<file path="src/obc_regs.vh">
`ifndef OBC_REGS_VH
`define OBC_REGS_VH
// byte addresses of the configuration row
`define OBC_ADDR_READOUT    16'h4800
`define OBC_ADDR_UNUSED     16'h4801
`define OBC_ADDR_BOOT       16'h4802
`define OBC_ADDR_DATA       16'h4803
`define OBC_ADDR_PCODE      16'h4807
`define OBC_ADDR_DOG        16'h4808
// factory defaults
`define OBC_RST_READOUT     8'haa
`define OBC_RST_ZERO        8'h00
// size byte meaning no area, and the first boot size that write-protects
`define OBC_SIZE_NONE       8'h00
`define OBC_BOOT_WPROT_MIN  8'h03
// readout lock off value
`define OBC_READOUT_OPEN    8'haa
// watchdog byte fields
`define OBC_DOG_INDEP_HW    0
`define OBC_DOG_INDEP_HALT  1
`define OBC_DOG_WIN_HW      2
`define OBC_DOG_WIN_HALT    3
`define OBC_DOG_MASK        8'h0f
// program space boundaries
`define OBC_PROG_BASE       16'h8000
`define OBC_PROG_TOP        16'hbfff
`define OBC_PAGE_SHIFT      6
`define OBC_PCODE_BASE      16'h8080
`define OBC_PCODE_TOP_MAX   16'hbfbf
`endif

</file>
<file path="src/obc_option_bytes.v">
`timescale 1ns/100ps
`include "obc_regs.vh"
module obc_option_bytes (
    input  wire        clk_sys,
    input  wire        nrst,
    input  wire        clk_en,
    input  wire        in_circuit_programming_mode,
    input  wire        prog_wr,
    input  wire        prog_rd,
    input  wire [15:0] prog_addr,
    input  wire [7:0]  prog_wdata,
    output reg  [7:0]  prog_rdata,
    output reg         prog_wr_reject,
    output reg         readout_lock,
    output reg         boot_area_en,
    output reg         boot_area_wprot,
    output reg  [15:0] boot_area_top,
    output reg         data_area_en,
    output reg  [15:0] data_area_base,
    output reg         pcode_area_en,
    output reg  [15:0] pcode_area_top,
    output reg         indep_dog_hw_start,
    output reg         indep_dog_halt_stop,
    output reg         window_dog_hw_start,
    output reg         window_dog_halt_run
);
    // the row is a register model of the non-volatile bytes; the programmer
    // reaches it with one-cycle strobes on the system clock, and only the
    // mode pin crosses in from the debug domain
    //
    // limitation: a relocked row stays locked, since this model offers no
    // erase path to reopen it

    // the configuration row sits outside the reset domain: what the programmer
    // writes survives every system reset, and power-up shows the factory values
    reg [7:0]  readout_protection_byte_reg  = `OBC_RST_READOUT;
    reg [7:0]  boot_area_size_byte_reg      = `OBC_RST_ZERO;
    reg [7:0]  data_area_size_byte_reg      = `OBC_RST_ZERO;
    reg [7:0]  protected_code_size_byte_reg = `OBC_RST_ZERO;
    reg [7:0]  watchdog_config_byte_reg     = `OBC_RST_ZERO;

    // set by the one capture edge after each reset release
    reg        load_done_reg;

    // mode pin comes from the debug domain, so synchronise it
    reg        icp_meta_reg;
    reg        icp_sync_reg;

    // access qualifiers
    wire       row_open;
    wire       wr_ok;
    wire       rd_hit;

    // read path
    reg [7:0]  rdata_next;

    // boundary arithmetic, all in 16-bit byte addresses
    reg [15:0] boot_top_next;
    reg [15:0] data_base_next;
    reg [15:0] pcode_top_next;

    // decoded flags waiting for the capture edge
    reg        lock_next;
    reg        boot_en_next;
    reg        boot_wprot_next;
    reg        data_en_next;
    reg        pcode_en_next;
    reg [3:0]  dog_next;

    // two-flop synchroniser; only the second stage feeds any logic
    // the mode takes two edges to arrive, so the first write it allows lands on edge three
    always @(posedge clk_sys or negedge nrst) begin
        if (!nrst) begin
            icp_meta_reg <= 1'b0;
            icp_sync_reg <= 1'b0;
        end else if (clk_en) begin
            icp_meta_reg <= in_circuit_programming_mode;
            icp_sync_reg <= icp_meta_reg;
        end
    end

    // the live readout byte gates writes, so a relock shuts the row at once
    // instead of waiting for the next reset
    assign row_open = (readout_protection_byte_reg == `OBC_READOUT_OPEN);
    // writes need the synchronised debug mode and an open row; nothing
    // else in the part can reach the store
    assign wr_ok    = prog_wr && icp_sync_reg && row_open;
    // reads carry no check of their own
    assign rd_hit   = prog_rd;

    // byte store; deliberately without reset, because a reset that wiped the
    // row would leave the capture edge nothing to load; a relock via the
    // readout byte is allowed as the last unlocked write
    always @(posedge clk_sys) begin
        if (clk_en && wr_ok) begin
            case (prog_addr)
                `OBC_ADDR_READOUT: readout_protection_byte_reg  <= prog_wdata;
                `OBC_ADDR_BOOT:    boot_area_size_byte_reg      <= prog_wdata;
                `OBC_ADDR_DATA:    data_area_size_byte_reg      <= prog_wdata;
                `OBC_ADDR_PCODE:   protected_code_size_byte_reg <= prog_wdata;
                // reserved upper bits of the watchdog byte are never stored
                `OBC_ADDR_DOG:     watchdog_config_byte_reg     <= prog_wdata & `OBC_DOG_MASK;
                // the spare byte and unmapped addresses are dropped without a reject
                default:           readout_protection_byte_reg  <= readout_protection_byte_reg;
            endcase
        end
    end

    // read mux; unused byte and unmapped addresses read zero
    // the read path ignores the lock; guarding program memory is the flash controller's job
    always @* begin
        case (prog_addr)
            `OBC_ADDR_READOUT: rdata_next = readout_protection_byte_reg;
            `OBC_ADDR_BOOT:    rdata_next = boot_area_size_byte_reg;
            `OBC_ADDR_DATA:    rdata_next = data_area_size_byte_reg;
            `OBC_ADDR_PCODE:   rdata_next = protected_code_size_byte_reg;
            `OBC_ADDR_DOG:     rdata_next = watchdog_config_byte_reg;
            default:           rdata_next = 8'h00;
        endcase
    end

    // read data holds until the next read; the reject flag is a one-cycle pulse
    // and a write refused for either reason raises the same reject
    always @(posedge clk_sys or negedge nrst) begin
        if (!nrst) begin
            prog_rdata     <= 8'h00;
            prog_wr_reject <= 1'b0;
        end else if (clk_en) begin
            if (rd_hit) begin
                prog_rdata <= rdata_next;
            end
            prog_wr_reject <= prog_wr && !wr_ok;
        end
    end

    // pages are 64 bytes counted from the program base; the boot area ends
    // on the last byte of its last page, so sizes 1 and 2 cover only vectors
    always @* begin
        boot_top_next = `OBC_PROG_BASE +
                        ({8'h00, boot_area_size_byte_reg} << `OBC_PAGE_SHIFT) - 16'h0001;
    end

    // the data area grows down from the top of program space
    always @* begin
        data_base_next = `OBC_PROG_TOP + 16'h0001 -
                         ({8'h00, data_area_size_byte_reg} << `OBC_PAGE_SHIFT);
    end

    // the protected area starts at the trap vector and ends on its last page;
    // the clamp keeps an out-of-range size inside program space
    always @* begin
        pcode_top_next = `OBC_PROG_BASE +
                         ({8'h00, protected_code_size_byte_reg} << `OBC_PAGE_SHIFT) - 16'h0001;
        if (pcode_top_next > `OBC_PCODE_TOP_MAX) begin
            pcode_top_next = `OBC_PCODE_TOP_MAX;
        end
    end

    // flag decode; the watchdog bits pass straight through, but the window
    // watchdog halt bit has the opposite sense to the independent one, so
    // the two halt outputs must not be wired to the same kind of control
    always @* begin
        lock_next       = !row_open;
        boot_en_next    = (boot_area_size_byte_reg != `OBC_SIZE_NONE);
        // sizes 1 and 2 reserve only vectors, so protection starts at 3
        boot_wprot_next = (boot_area_size_byte_reg >= `OBC_BOOT_WPROT_MIN);
        data_en_next    = (data_area_size_byte_reg != `OBC_SIZE_NONE);
        // a nonzero size may leave program reads unreliable after reset; decoded anyway
        pcode_en_next   = (protected_code_size_byte_reg != `OBC_SIZE_NONE);
        dog_next        = watchdog_config_byte_reg[3:0];
    end

    // capture once after reset release; later writes wait for the next reset,
    // so the flash controller and both watchdogs see settings that never move
    // a low clock enable at release only delays the capture edge
    always @(posedge clk_sys or negedge nrst) begin
        if (!nrst) begin
            load_done_reg       <= 1'b0;
            readout_lock        <= 1'b0;
            boot_area_en        <= 1'b0;
            boot_area_wprot     <= 1'b0;
            boot_area_top       <= 16'h0000;
            data_area_en        <= 1'b0;
            data_area_base      <= 16'h0000;
            pcode_area_en       <= 1'b0;
            pcode_area_top      <= 16'h0000;
            indep_dog_hw_start  <= 1'b0;
            indep_dog_halt_stop <= 1'b0;
            window_dog_hw_start <= 1'b0;
            window_dog_halt_run <= 1'b0;
        end else if (clk_en && !load_done_reg) begin
            load_done_reg       <= 1'b1;
            readout_lock        <= lock_next;
            boot_area_en        <= boot_en_next;
            boot_area_wprot     <= boot_wprot_next;
            boot_area_top       <= boot_top_next;
            data_area_en        <= data_en_next;
            data_area_base      <= data_base_next;
            pcode_area_en       <= pcode_en_next;
            pcode_area_top      <= pcode_top_next;
            indep_dog_hw_start  <= dog_next[`OBC_DOG_INDEP_HW];
            indep_dog_halt_stop <= dog_next[`OBC_DOG_INDEP_HALT];
            window_dog_hw_start <= dog_next[`OBC_DOG_WIN_HW];
            window_dog_halt_run <= dog_next[`OBC_DOG_WIN_HALT];
        end
    end
endmodule // obc_option_bytes

</file>
<file path="config.mk">
export PLATFORM = sky130hd
export DESIGN_NAME = obc_option_bytes
export DESIGN_NICKNAME = d
export VERILOG_FILES = /design/src/obc_option_bytes.v
export VERILOG_INCLUDE_DIRS = /design/src
export SDC_FILE = /design/constraint.sdc
export NUM_CORES = 1
export LEC_CHECK = 0
export BUFFER_PORTS_ARGS = -buffer_cell sky130_fd_sc_hd__clkbuf_2
export CORE_MARGIN = 2
export CORE_UTILIZATION = 55
export CTS_CLUSTER_DIAMETER = 80
export DETAILED_ROUTE_END_ITERATION = 16
export PLACE_DENSITY = 0.86
export SLEW_MARGIN = 25
export SYNTH_ARGS = -nofsm -noshare
export SYNTH_HDL_FRONTEND = slang
export SYNTH_SLANG_ARGS = --single-unit
</file>
<file path="constraint.sdc">
create_clock -name clk_sys -period 4.9 [get_ports clk_sys]
set_input_delay 0.245 -clock clk_sys [delete_from_list [all_inputs] [get_ports clk_sys]]
set_output_delay 0.245 -clock clk_sys [all_outputs]
set_load 0.02 [all_outputs]
</file>
# After elaboration in Yosys (flattened, before gate mapping)
# Index checks and enable logic that the tools add are counted.
# word_totals
regBits,105
wordCells,54
# op_classes
n_eq_ne,6
magnitude_cmp,2
addsub,5
reduce_logical,17
muxes,2
# ops
cell,n
$eq A16 B15 Y1 const B,5
$pmux W8 S5,1
$add A16 B14 Y16 const A,2
$sub A16 B1 Y16 const B,2
$reduce_bool A8 Y1,3
$gt A16 B16 Y1 const B,1
$mux W16,1
$sub A15 B15 Y16 const A,1
$reduce_and A2 Y1,6
$eq A8 B8 Y1 const B,1
$ge A8 B2 Y1 const B,1
$logic_and A1 B1 Y1,5
$logic_not A1 Y1,3

# Logic depth before layout (Yosys ltp)
# Gate-level depths: netlist (run 1).
# depth
word_depth,4
depth_mapped,7

# Worst setup path after synthesis (run 1)
# Ideal clock, no wire load.
# synth_path
path_kind,input-to-reg
start,input prog_addr[5]
end,register boot_area_size_byte_reg[0] (enable)
slack_ns,2.690
n_path_buf,1
setup_ns,0.370
t_required_ns,4.530
stages,5
arrival_ns,1.840
path_cell_list,or4_1 buf_4 nor4b_4 nand2_1 nor2_1
# synth_between
elab_chain_len,2
# synth_lines
item,line,text
"start, declared",obc_option_bytes.v:10,"input wire [15:0] prog_addr,"
$eq A16 B15 Y1,obc_option_bytes.v:96,case (prog_addr)
$reduce_and A2 Y1 (no source line),--,
"end signal, assigned",obc_option_bytes.v:98,`OBC_ADDR_BOOT: boot_area_size_byte_reg <= prog_wdata;
"end, declared",obc_option_bytes.v:37,reg [7:0] boot_area_size_byte_reg = `OBC_RST_ZERO;
# Every way passes these cells.
# A chain may end at the register's enable or synchronous reset.

# Worst setup path in the final report (run 1)
# layout_path
start,register readout_protection_byte_reg[6]
end,register readout_protection_byte_reg[5] (enable)
# layout_between
elab_chain_len,4
# layout_lines
item,line,text
"start, declared",obc_option_bytes.v:36,reg [7:0] readout_protection_byte_reg = `OBC_RST_READOUT;
"start signal, assigned",obc_option_bytes.v:97,`OBC_ADDR_READOUT: readout_protection_byte_reg <= prog_wdata;
"start signal, assigned",obc_option_bytes.v:104,default: readout_protection_byte_reg <= readout_protection_byte_reg;
$eq A8 B8 Y1 (no source line),--,
$logic_and A1 B1 Y1,obc_option_bytes.v:87,assign wr_ok = prog_wr && icp_sync_reg && row_open;
$logic_and A1 B1 Y1,obc_option_bytes.v:95,if (clk_en && wr_ok) begin
$reduce_and A2 Y1 (no source line),--,
# Every way passes these cells.

==> results by stage, run 1 <==
Outcome:
- The flow ran to the end, but the final reports show violations.
- The checks that failed: negative hold slack.

Logic synthesis:
- For this run, asynchronously set or reset flops after synthesis account for 58.1%.
- The synthesized area per cell is between 10 and 15 sq um.
- The synthesized design devotes to its leading area cell type 32.0% of total area.
- The dominant register cell in the synthesized netlist is dfrtp_1.
- The commonest cells after synthesis are dfrtp_1 (50), nand2_1 (48), edfxtp_1 (36), nor2_1 (22), o21ai_0 (21).
- The share of synthesized area occupied by flip-flops and latches is between 50 and 60%.
- The synthesized design contains between 80 and 90 register bits.
- The Yosys step of the flow raised 0 warnings.
- The library cell occupying the most area in the post-synthesis netlist is dfrtp_1.
- Counting distinct cell types in the post-synthesis netlist gives 45.
- The most common cell in the netlist is dfrtp_1.
- The cell area that synthesis handed to floorplanning was approximately 3900 sq um.
- By area the synthesized netlist is led by dfrtp_1 (32%), edfxtp_1 (28%), nand2_1 (4.6%).
- The synthesized design contains 36 enable-type register cells.
- The cell count after synthesis came out at ~340.

Critical path:
- The highest net fanout along the worst path is 8.
- STA puts the critical path data required time at 4.89 ns.
- The worst setup path is of the reg -> reg kind.
- The worst endpoint data arrival time is 2.42 ns.
- The end of the worst register-to-register path is readout_protection_byte_reg[5].
- In this run the critical register-to-register path is launched from readout_protection_byte_reg[6].
- The startpoint class of the critical path is a flop.
- The critical path starts at readout_protection_byte_reg[6].
- Across all register-to-register paths, the minimum setup slack is roughly 2.5 ns.
- The end point of the critical path is readout_protection_byte_reg[5].
- The worst register-to-register path has a depth of 4.
- The worst setup path is captured at a flop.

Layout:
- The number of flip-flops under the largest register name is 11.
- The final antenna diode count is 0.
- The area added between synthesis and finish is 14.6%.
- The layout has 560 filler cells.
- In the final layout, the registers with the most flip-flops are boot_area_top: 11 flops, pcode_area_top: 10 flops, data_area_base: 9 flops.
- The layout cell share with drive strength beyond 1 is approximately 28%.
- At the end of the flow, the number of nets in the layout was approximately 450.
- The summed area of non-filler cells in the final layout is approximately 4500 sq um.
- boot_area_top holds more flip-flops than any other register.

Power:
- The worst-case IR drop observed on VDD is about 170 uV.
- Net switching is between 20% and 30% of the power.
- In this run the static leakage power is ~0.002 uW.
- The combinational power share is between 10% and 20%.
- The total design power is around 1400 uW.
- Dividing total power by cell area gives a power density of 313 nW/um^2.
- Summed over all nets, the switching power comes to 370 uW.
- The part of the total power dissipated in sequential elements is 57.2%.
- Cell internal power was estimated by the tool at roughly 1000 uW.
- The clock share of power is 32.5%.

Die:
- The initial utilization of the core area, before any placement, comes to 57.3%.
- The row count is 30.
- The die width is 88.4 um.
- The boundary pin count is 96.
- The area of the core region is 6830 sq um.
- The die covers 7810 sq um.
- The y dimension of the die is 88.4 um.

Route:
- In the final routed layout, each cell accounts on average for approximately 16 um.
- Across all layers, the routed design uses ~2.8k vias.
- The count of antenna-violating nets left after detailed routing is 0.
- In this run, the number of DRC markers left after iteration 0 of detailed routing was about 200.
- The detailed-route vias per instance is around 5.5.
- The first detailed-routing pass took 4 iterations.
- Summed over all layers, the routed wires come to slightly above 8000 um.
- In the routed design, unresolved DRC markers number 0.

Clocking:
- Once the clock tree was built, the setup fixing pass inserted 0 buffers.
- After clock tree synthesis, the clock-pin slew on the worst setup and hold paths is 0.08 ns.
- In this run, CTS created clock tree buffers numbering 9.
- TritonCTS built the clock tree.
- The hold buffer count at cts is 0.
- The buffer levels on the longest clock path is 2.
- The CTS sink count is between 80 and 90.
- The count of instances resized after the clock tree is built is 0.
- The library cell used as clock root buffer is clkbuf_8.
- The later pin in the worst-skew pair is clocked with a latency of approximately 0.35 ns.
- The H-tree was split into 3 levels.

GRT:
- For this run the aggregate overflow at the end of global routing stands at 0.
- The number of antenna violations at the first check in global routing is 0.
- The largest net degree at the start of global routing is 53.
- The layer with the highest usage after global routing is met2.
- For met2 alone, demand over resource in global routing was 35.5%.
- The number of global-route vias before repair is roughly 2.6k.
- The first global-routing pass estimated between 10000 and 15000 um of wire.
- The met1 usage in global routing is a little under a third.
- For this run, global-route usage on met3 was measured as 4.66%.
- Global routing consumed, over all layers together, 22.5% of the routing resources.

STA:
- For the final routed database, the setup TNS stands at 0 ns.
- The final max-slew violation count is 0.
- The shortest period the worst path allows is approximately 2.4 ns.
- On the final layout, the worst clock skew is 0.00775 ns.
- In this run the tightest slew margin relative to its limit is between 50% and 60%.
- Hold timing on the final database bottoms out at a slack of -0.000142 ns.
- The share of the clock period used by the worst path is between 40% and 50%.
- The total of endpoints with negative setup slack in the final report is 0.
- The maximum clock frequency is between 400 and 500 MHz.
- Setup repair after global routing left no endpoint under its margin.
- The hold violation total from the final report came to 1.
- At the pin with the least slew margin, the transition time is ~0.7 ns.

Min path:
- The class of the tightest hold or removal check is in -> async.

Placement:
- The congestion estimate from routability-driven global placement came to ~0.85.
- The detailed placer's ending HPWL is about 6400 um.
- Once placement finished, the instance area stood at 4300 sq um.
- The count of buffers from port buffering is roughly 90.

Flow run:
- Max-cap violations in this run came to 0.
-- cell usage in the layout, fill, tap and decap left out, types with 2 or more instances in the layout --
cell,netlist,routed
dfrtp_1,50,50
a22o_1,10,10
a21o_1,6,6
nand3_1,2,2
inv_1,9,9
nor2b_1,7,6
or4_1,4,4
nand2_1,48,48
nand2b_1,3,3
edfxtp_1,36,36
o21ai_0,21,21
clkbuf_2,0,89
nor2_1,22,22
nand4bb_1,2,2
a22oi_1,12,12
nor4_1,5,5
xnor2_1,10,10
nor3_1,8,8
nor4_4,3,3
buf_4,20,2
a32oi_1,4,4
mux2_2,2,2
xor2_1,5,5
clkbuf_8,0,10
nand4b_1,2,2
ha_1,6,6
clkinv_4,0,2
a31oi_1,2,2
a21oi_1,9,9
conb_1,1,6
or4bb_1,2,2
-- power groups by stage --
stage	Sequential (uW)	Combinational, uW	Clock [uW]
6_report	802	144	456
4_1_cts	803	146	460
5_1_grt	806	160	493
3_5_place_dp	818	146	0
3_3_place_gp	817	143	0
2_1_floorplan	856	43.6	0
-- per-layer routing --
layer  vias up  share of wire (%)
met4         0                2.2
met1      1325                 45
met5         -                  0
met2       125                 47
met3        16                5.9
li1       1335                  -
-- cell type report --
type                       count  area, sq um  area share [%]
clock buffer                  10          138            3.07
multi-input combinational    214         1360            30.3
tap                           96          120            2.68
inverter                       9         33.8           0.753
sequential                    86         2330            52.0
timing repair buffer          91          460            10.3
clock inverter                 6         45.0            1.00
-- worst min-delay path by stage --
stage	startpoint	endpoint	cells past startpoint
2_1_floorplan	nrst	boot_area_en	0
3_3_place_gp	nrst	pcode_area_en	2
3_5_place_dp	nrst	pcode_area_en	2
4_1_cts	nrst	indep_dog_hw_start	2
5_1_grt	nrst	pcode_area_top[10]	2
6_report	nrst	pcode_area_top[10]	2
-- per-stage QoR --
step	util, %	instances	hold slack [ns]	setup WS, ns
6_report	65.7	512	-0.000142	2.47
5_1_grt	65.7	512	0.0493	2.34
4_1_cts	65.6	512	0.0141	2.46
3_5_place_dp	63.0	496	0.392	2.25
3_3_place_gp	63.0	496	0.379	2.34
2_1_floorplan	-	343	-0.0506	2.69
-- worst max-delay path, stage by stage (launching register included) --
cell and delay [ns]:
edfxtp_1 0.39, or4bb_1 0.51, nor2_1 0.20, nand4_1 0.31
nor2b_1 0.64
-- kinds of logic (layout without fill, tap and decap cells) --
group | Yosys count | in the layout | share of synthesized area (%)
AOI/OAI and AO/OA | 69 | 69 | 11.7
adders and majority gates | 6 | 6 | 1.92
DFF | 86 | 86 | 59.6
and+or+nand+nor | 115 | 115 | 16.3
xor gates and xnor gates | 15 | 15 | 3.36
other | 1 | 6 | 0.0958
muxes | 3 | 3 | 0.831
buffers and inverters | 43 | 116 | 6.30
Note: power is estimated with default switching activity, not from simulation.
==> run 2, diff against run 1 <==
- ABC_AREA: not set -> 1
- CORE_UTILIZATION: 55 -> 54
- PLACE_DENSITY: 0.86 -> 0.84
- clock period: 4.9 -> 2.3 ns (I/O delays scaled with it)
==> results by stage, run 2 <==
Outcome:
- The run finished with clean final reports.

Placement:
- The congestion estimate from routability-driven global placement came to about 0.9.
- Input and output buffers added on the ports amount to 89.
- The detailed placer's ending HPWL is approximately 6700 um.

Flow run:
- The number of max-cap violations is 0.

Min path:
- The startpoint identified for the worst hold timing path is prog_wdata[6].
- The min-delay analysis places its worst path in the category in -> reg.
- Along the worst hold path, the cell count comes to 1.
- The worst hold endpoint is readout_protection_byte_reg[6].

Die:
- The die covers 8380 sq um.
- The area of the core region is roughly 7300 sq um.
- The die width is between 90 and 100 um.
- The y dimension of the die is 91.6 um.
- The row count is 31.
- Once the floorplan was initialized, standard cells occupied a little under three fifths of the core.
- In this run the count of I/O pins placed on the die edge is 96.

Layout:
- Across the whole layout, storage elements account for roughly 2300 sq um.
- The library cell used most frequently in the layout, excluding fill and tap cells, is nand2_1.
- The number of filler cells placed in the layout is about 580.
- The post-layout utilization of the core is 65.9%.
- The area growth from synthesis to layout is 16.7%.
- Summing all multi-input logic gate instances after layout gives approximately 1500 sq um.
- The number of flip-flops under the largest register name is 11.
- The layout cell share with drive strength beyond 1 is between 20% and 30%.
- At the end of the flow, the number of nets in the layout was 572.
- The largest registers in the layout are boot_area_top: 11 flops, pcode_area_top: 10 flops, data_area_base: 9 flops.
- In the layout the commonest cells are nand2_1 (118), clkbuf_2 (89), nor2_1 (51), dfrtp_1 (50), inv_1 (39).
- More flip-flops sit in one register than any other, and that register is boot_area_top.
- The final antenna diode count is 0.

Clocking:
- The library cell used as clock root buffer is clkbuf_8.
- The clock-pin slew reported for the worst setup and hold paths after clock tree synthesis is around 0.090 ns.
- The clock passes through at most 2 buffers.
- Buffers inserted during clock tree synthesis total 9.
- The H-tree level count is 3.
- TritonCTS built the clock tree.
- Once the clock tree was built, the resizer swapped 0 gates to a different size.
- The later-pin clock latency in the skew report is 0.35 ns.
- CTS saw 86 sinks.

Power:
- The leakage power summed over all cells is around 0.0024 uW.
- The worst IR drop on VDD is 302 uV.
- The power density relative to cell area is 647 nW/um^2.

Route:
- The first routing iteration left 210 violations.
- After detailed routing, the number of vias per cell comes to ~5.1.
- The remaining routing DRC violations is 0.
- The count of nets left with antenna violations once routing finished came out at 0.
- The iteration count of the initial detailed-routing pass is 4.
- Summed over all layers, the routed wires come to 8900 um.
- The routed layout has ~3.2k vias.
- Dividing the detail-routed wire length by the instance count gives about 14 um.

Critical path:
- For the worst flop-to-flop path, the logic depth is 5.
- At the worst endpoint, the required time is 2.33 ns.
- The highest net fanout along the worst path is 5.
- The biggest cell delay along the critical path is 0.42 ns.
- The kind of cell with the highest combined delay along the critical path is simple AND/OR/NAND/NOR gates.
- Among the stages of the critical path, the cell type that occurs most often is nor2_1.
- Together, buffers and inverters on the worst path number 0.
- The startpoint of the most critical setup path is readout_protection_byte_reg[6].
- The kind of capture point of the worst setup path is a flop.
- In this run the critical register-to-register path is launched from readout_protection_byte_reg[6].
- The signal on the critical path passes through nor4_1 -> nand4_1 -> nor2_1 -> nand3_1 -> nor2_1.
- The startpoint class of the critical path is a flop.
- The flop-to-flop setup slack is between 0.3 and 0.4 ns.
- The slowest stage of the critical path belongs to the cell edfxtp_1.
- The type of the worst setup path is reg -> reg.
- STA puts the critical path data arrival time at slightly below 2 ns.
- The end of the worst register-to-register path is watchdog_config_byte_reg[3].

STA:
- The hold violation total from the final report is 0.
- The clock tree skew after final layout is 0.00800 ns.
- The actual transition at the worst max-transition pin is slightly above 0.6 ns.
- The headroom to the max-slew limit is 59.1%.
- The share of the clock period used by the worst path is 83.4%.
- Setup repair after global routing left no endpoint under its margin.
- The total of endpoints with negative setup slack in the final report is 0.
- The final max-slew violation count is 0.
- The maximum clock frequency is between 500 and 600 MHz.
- The smallest clock period supported by the final layout is computed as about 1.9 ns.
- Adding up every negative setup slack in the final design gives 0 ns.

Logic synthesis:
- The number of enable-type register cells in the synthesized netlist is 36.
- In this run the mean area of a mapped cell was a little over 9 sq um.
- The library cell occupying the most area in the post-synthesis netlist is dfrtp_1.
- The top cell type's share of synthesized area is slightly above 30%.
- Counting instances in the post-synthesis netlist gives the leading cell types as nand2_1 (118), nor2_1 (51), dfrtp_1 (50), inv_1 (39), edfxtp_1 (36).
- In this run the cell area of the synthesized design comes to 4140 sq um.
- The most common cell in the netlist is nand2_1.
- The number of register bits inferred by synthesis is between 80 and 90.
- The number of warnings reported in the yosys synthesis log is 0.
- In the synthesized netlist, the number of instances is roughly 450.
- Of all flip-flops after synthesis, the portion carrying an async set or reset was 58.1%.
- Sequential elements use ~56% of the synthesized area.
- In the post-synthesis netlist, the biggest area contributors are dfrtp_1 (30%), edfxtp_1 (26%), nand2_1 (11%).
- The count of different cell masters after synthesis is 39.
- The dominant register cell in the synthesized netlist is dfrtp_1.

GRT:
- The number of global-route vias before repair is 3219.
- After global routing the overflow that remains totals 0.
- Global routing used a little under a quarter of the available tracks across all layers.
- The number of antenna violations at the first check in global routing is 0.
- Entering global routing, the biggest net connects 51 pins.
- The first-pass GRT wire length is between 15000 and 20000 um.
-- run 2: kinds of logic after synthesis --
kind of cell / Yosys count / share of synthesized area [%]
AO/OA/AOI/OAI: 46 / 6.71
XOR/XNOR: 5 / 1.06
adder cells (fa/ha/maj): 6 / 1.81
buffers and inverters: 71 / 8.86
flip-flops: 86 / 56.3
other: 1 / 0.0906
AND/OR/NAND/NOR: 233 / 25.1
-- run 2: final cells by class --
cell class                      count  area share [%]
Multi-Input combinational cell    296            30.2
Clock buffer                       10            2.85
Sequential cell                    86            48.3
Tap cell                           99            2.57
Clock inverter                      6            1.43
Inverter                           42            3.29
Timing Repair Buffer              101            11.4
-- run 2: per-layer routing --
| layer | share of wire (%) | routed length [um] | global-route usage (%) | vias up |
|---|---|---|---|---|
| li1 | - | - | - | 1604 |
| met1 | 43 | 3870 | 30.7 | 1514 |
| met2 | 48 | 4310 | 37.4 | 114 |
| met3 | 6.1 | 547 | 4.98 | 15 |
| met4 | 2.0 | 176 | 8.08 | 0 |
| met5 | 0 | 0 | 0 | - |
-- run 2: worst max-delay path by stage --
stage,cells after the start,to
2_1_floorplan,5,readout_protection_byte_reg[0]
5_1_grt,5,watchdog_config_byte_reg[1]
4_1_cts,5,watchdog_config_byte_reg[1]
3_3_place_gp,11,pcode_area_top[6]
3_5_place_dp,5,watchdog_config_byte_reg[0]
6_report,5,watchdog_config_byte_reg[3]
-- run 2: what timing repair did --
| action | 4_1_cts | 5_1_grt |
|---|---|---|
| hold buffers | 5 | 0 |
| setup buffers | 0 | 0 |
| hold endpoints to repair | 57 | 0 |
-- run 2: stage by stage --
stage / area [sq um] / hold slack [ns] / setup slack (ns) / total power [uW] / instances
final: 4830 / 0.0236 / 0.382 / 3120 / 640
after global routing: 4830 / 0.00662 / 0.231 / 3240 / 640
after CTS: 4830 / 0.0122 / 0.349 / 3140 / 640
after detailed placement: 4570 / 0.257 / 0.386 / 2060 / 619
after global placement: 4570 / 0.246 / 0.508 / 2050 / 619
after floorplan: 4160 / -0.181 / 0.525 / 1920 / 453
-- run 2: where the power goes --
| group | internal (uW) | switching, uW | leakage [uW] |
|---|---|---|---|
| Sequential | 1670 | 40.8 | 0.000936 |
| Clock | 540 | 551 | 0.000105 |
| Combinational | 109 | 212 | 0.00131 |
| Total | 2320 | 804 | 0.00235 |
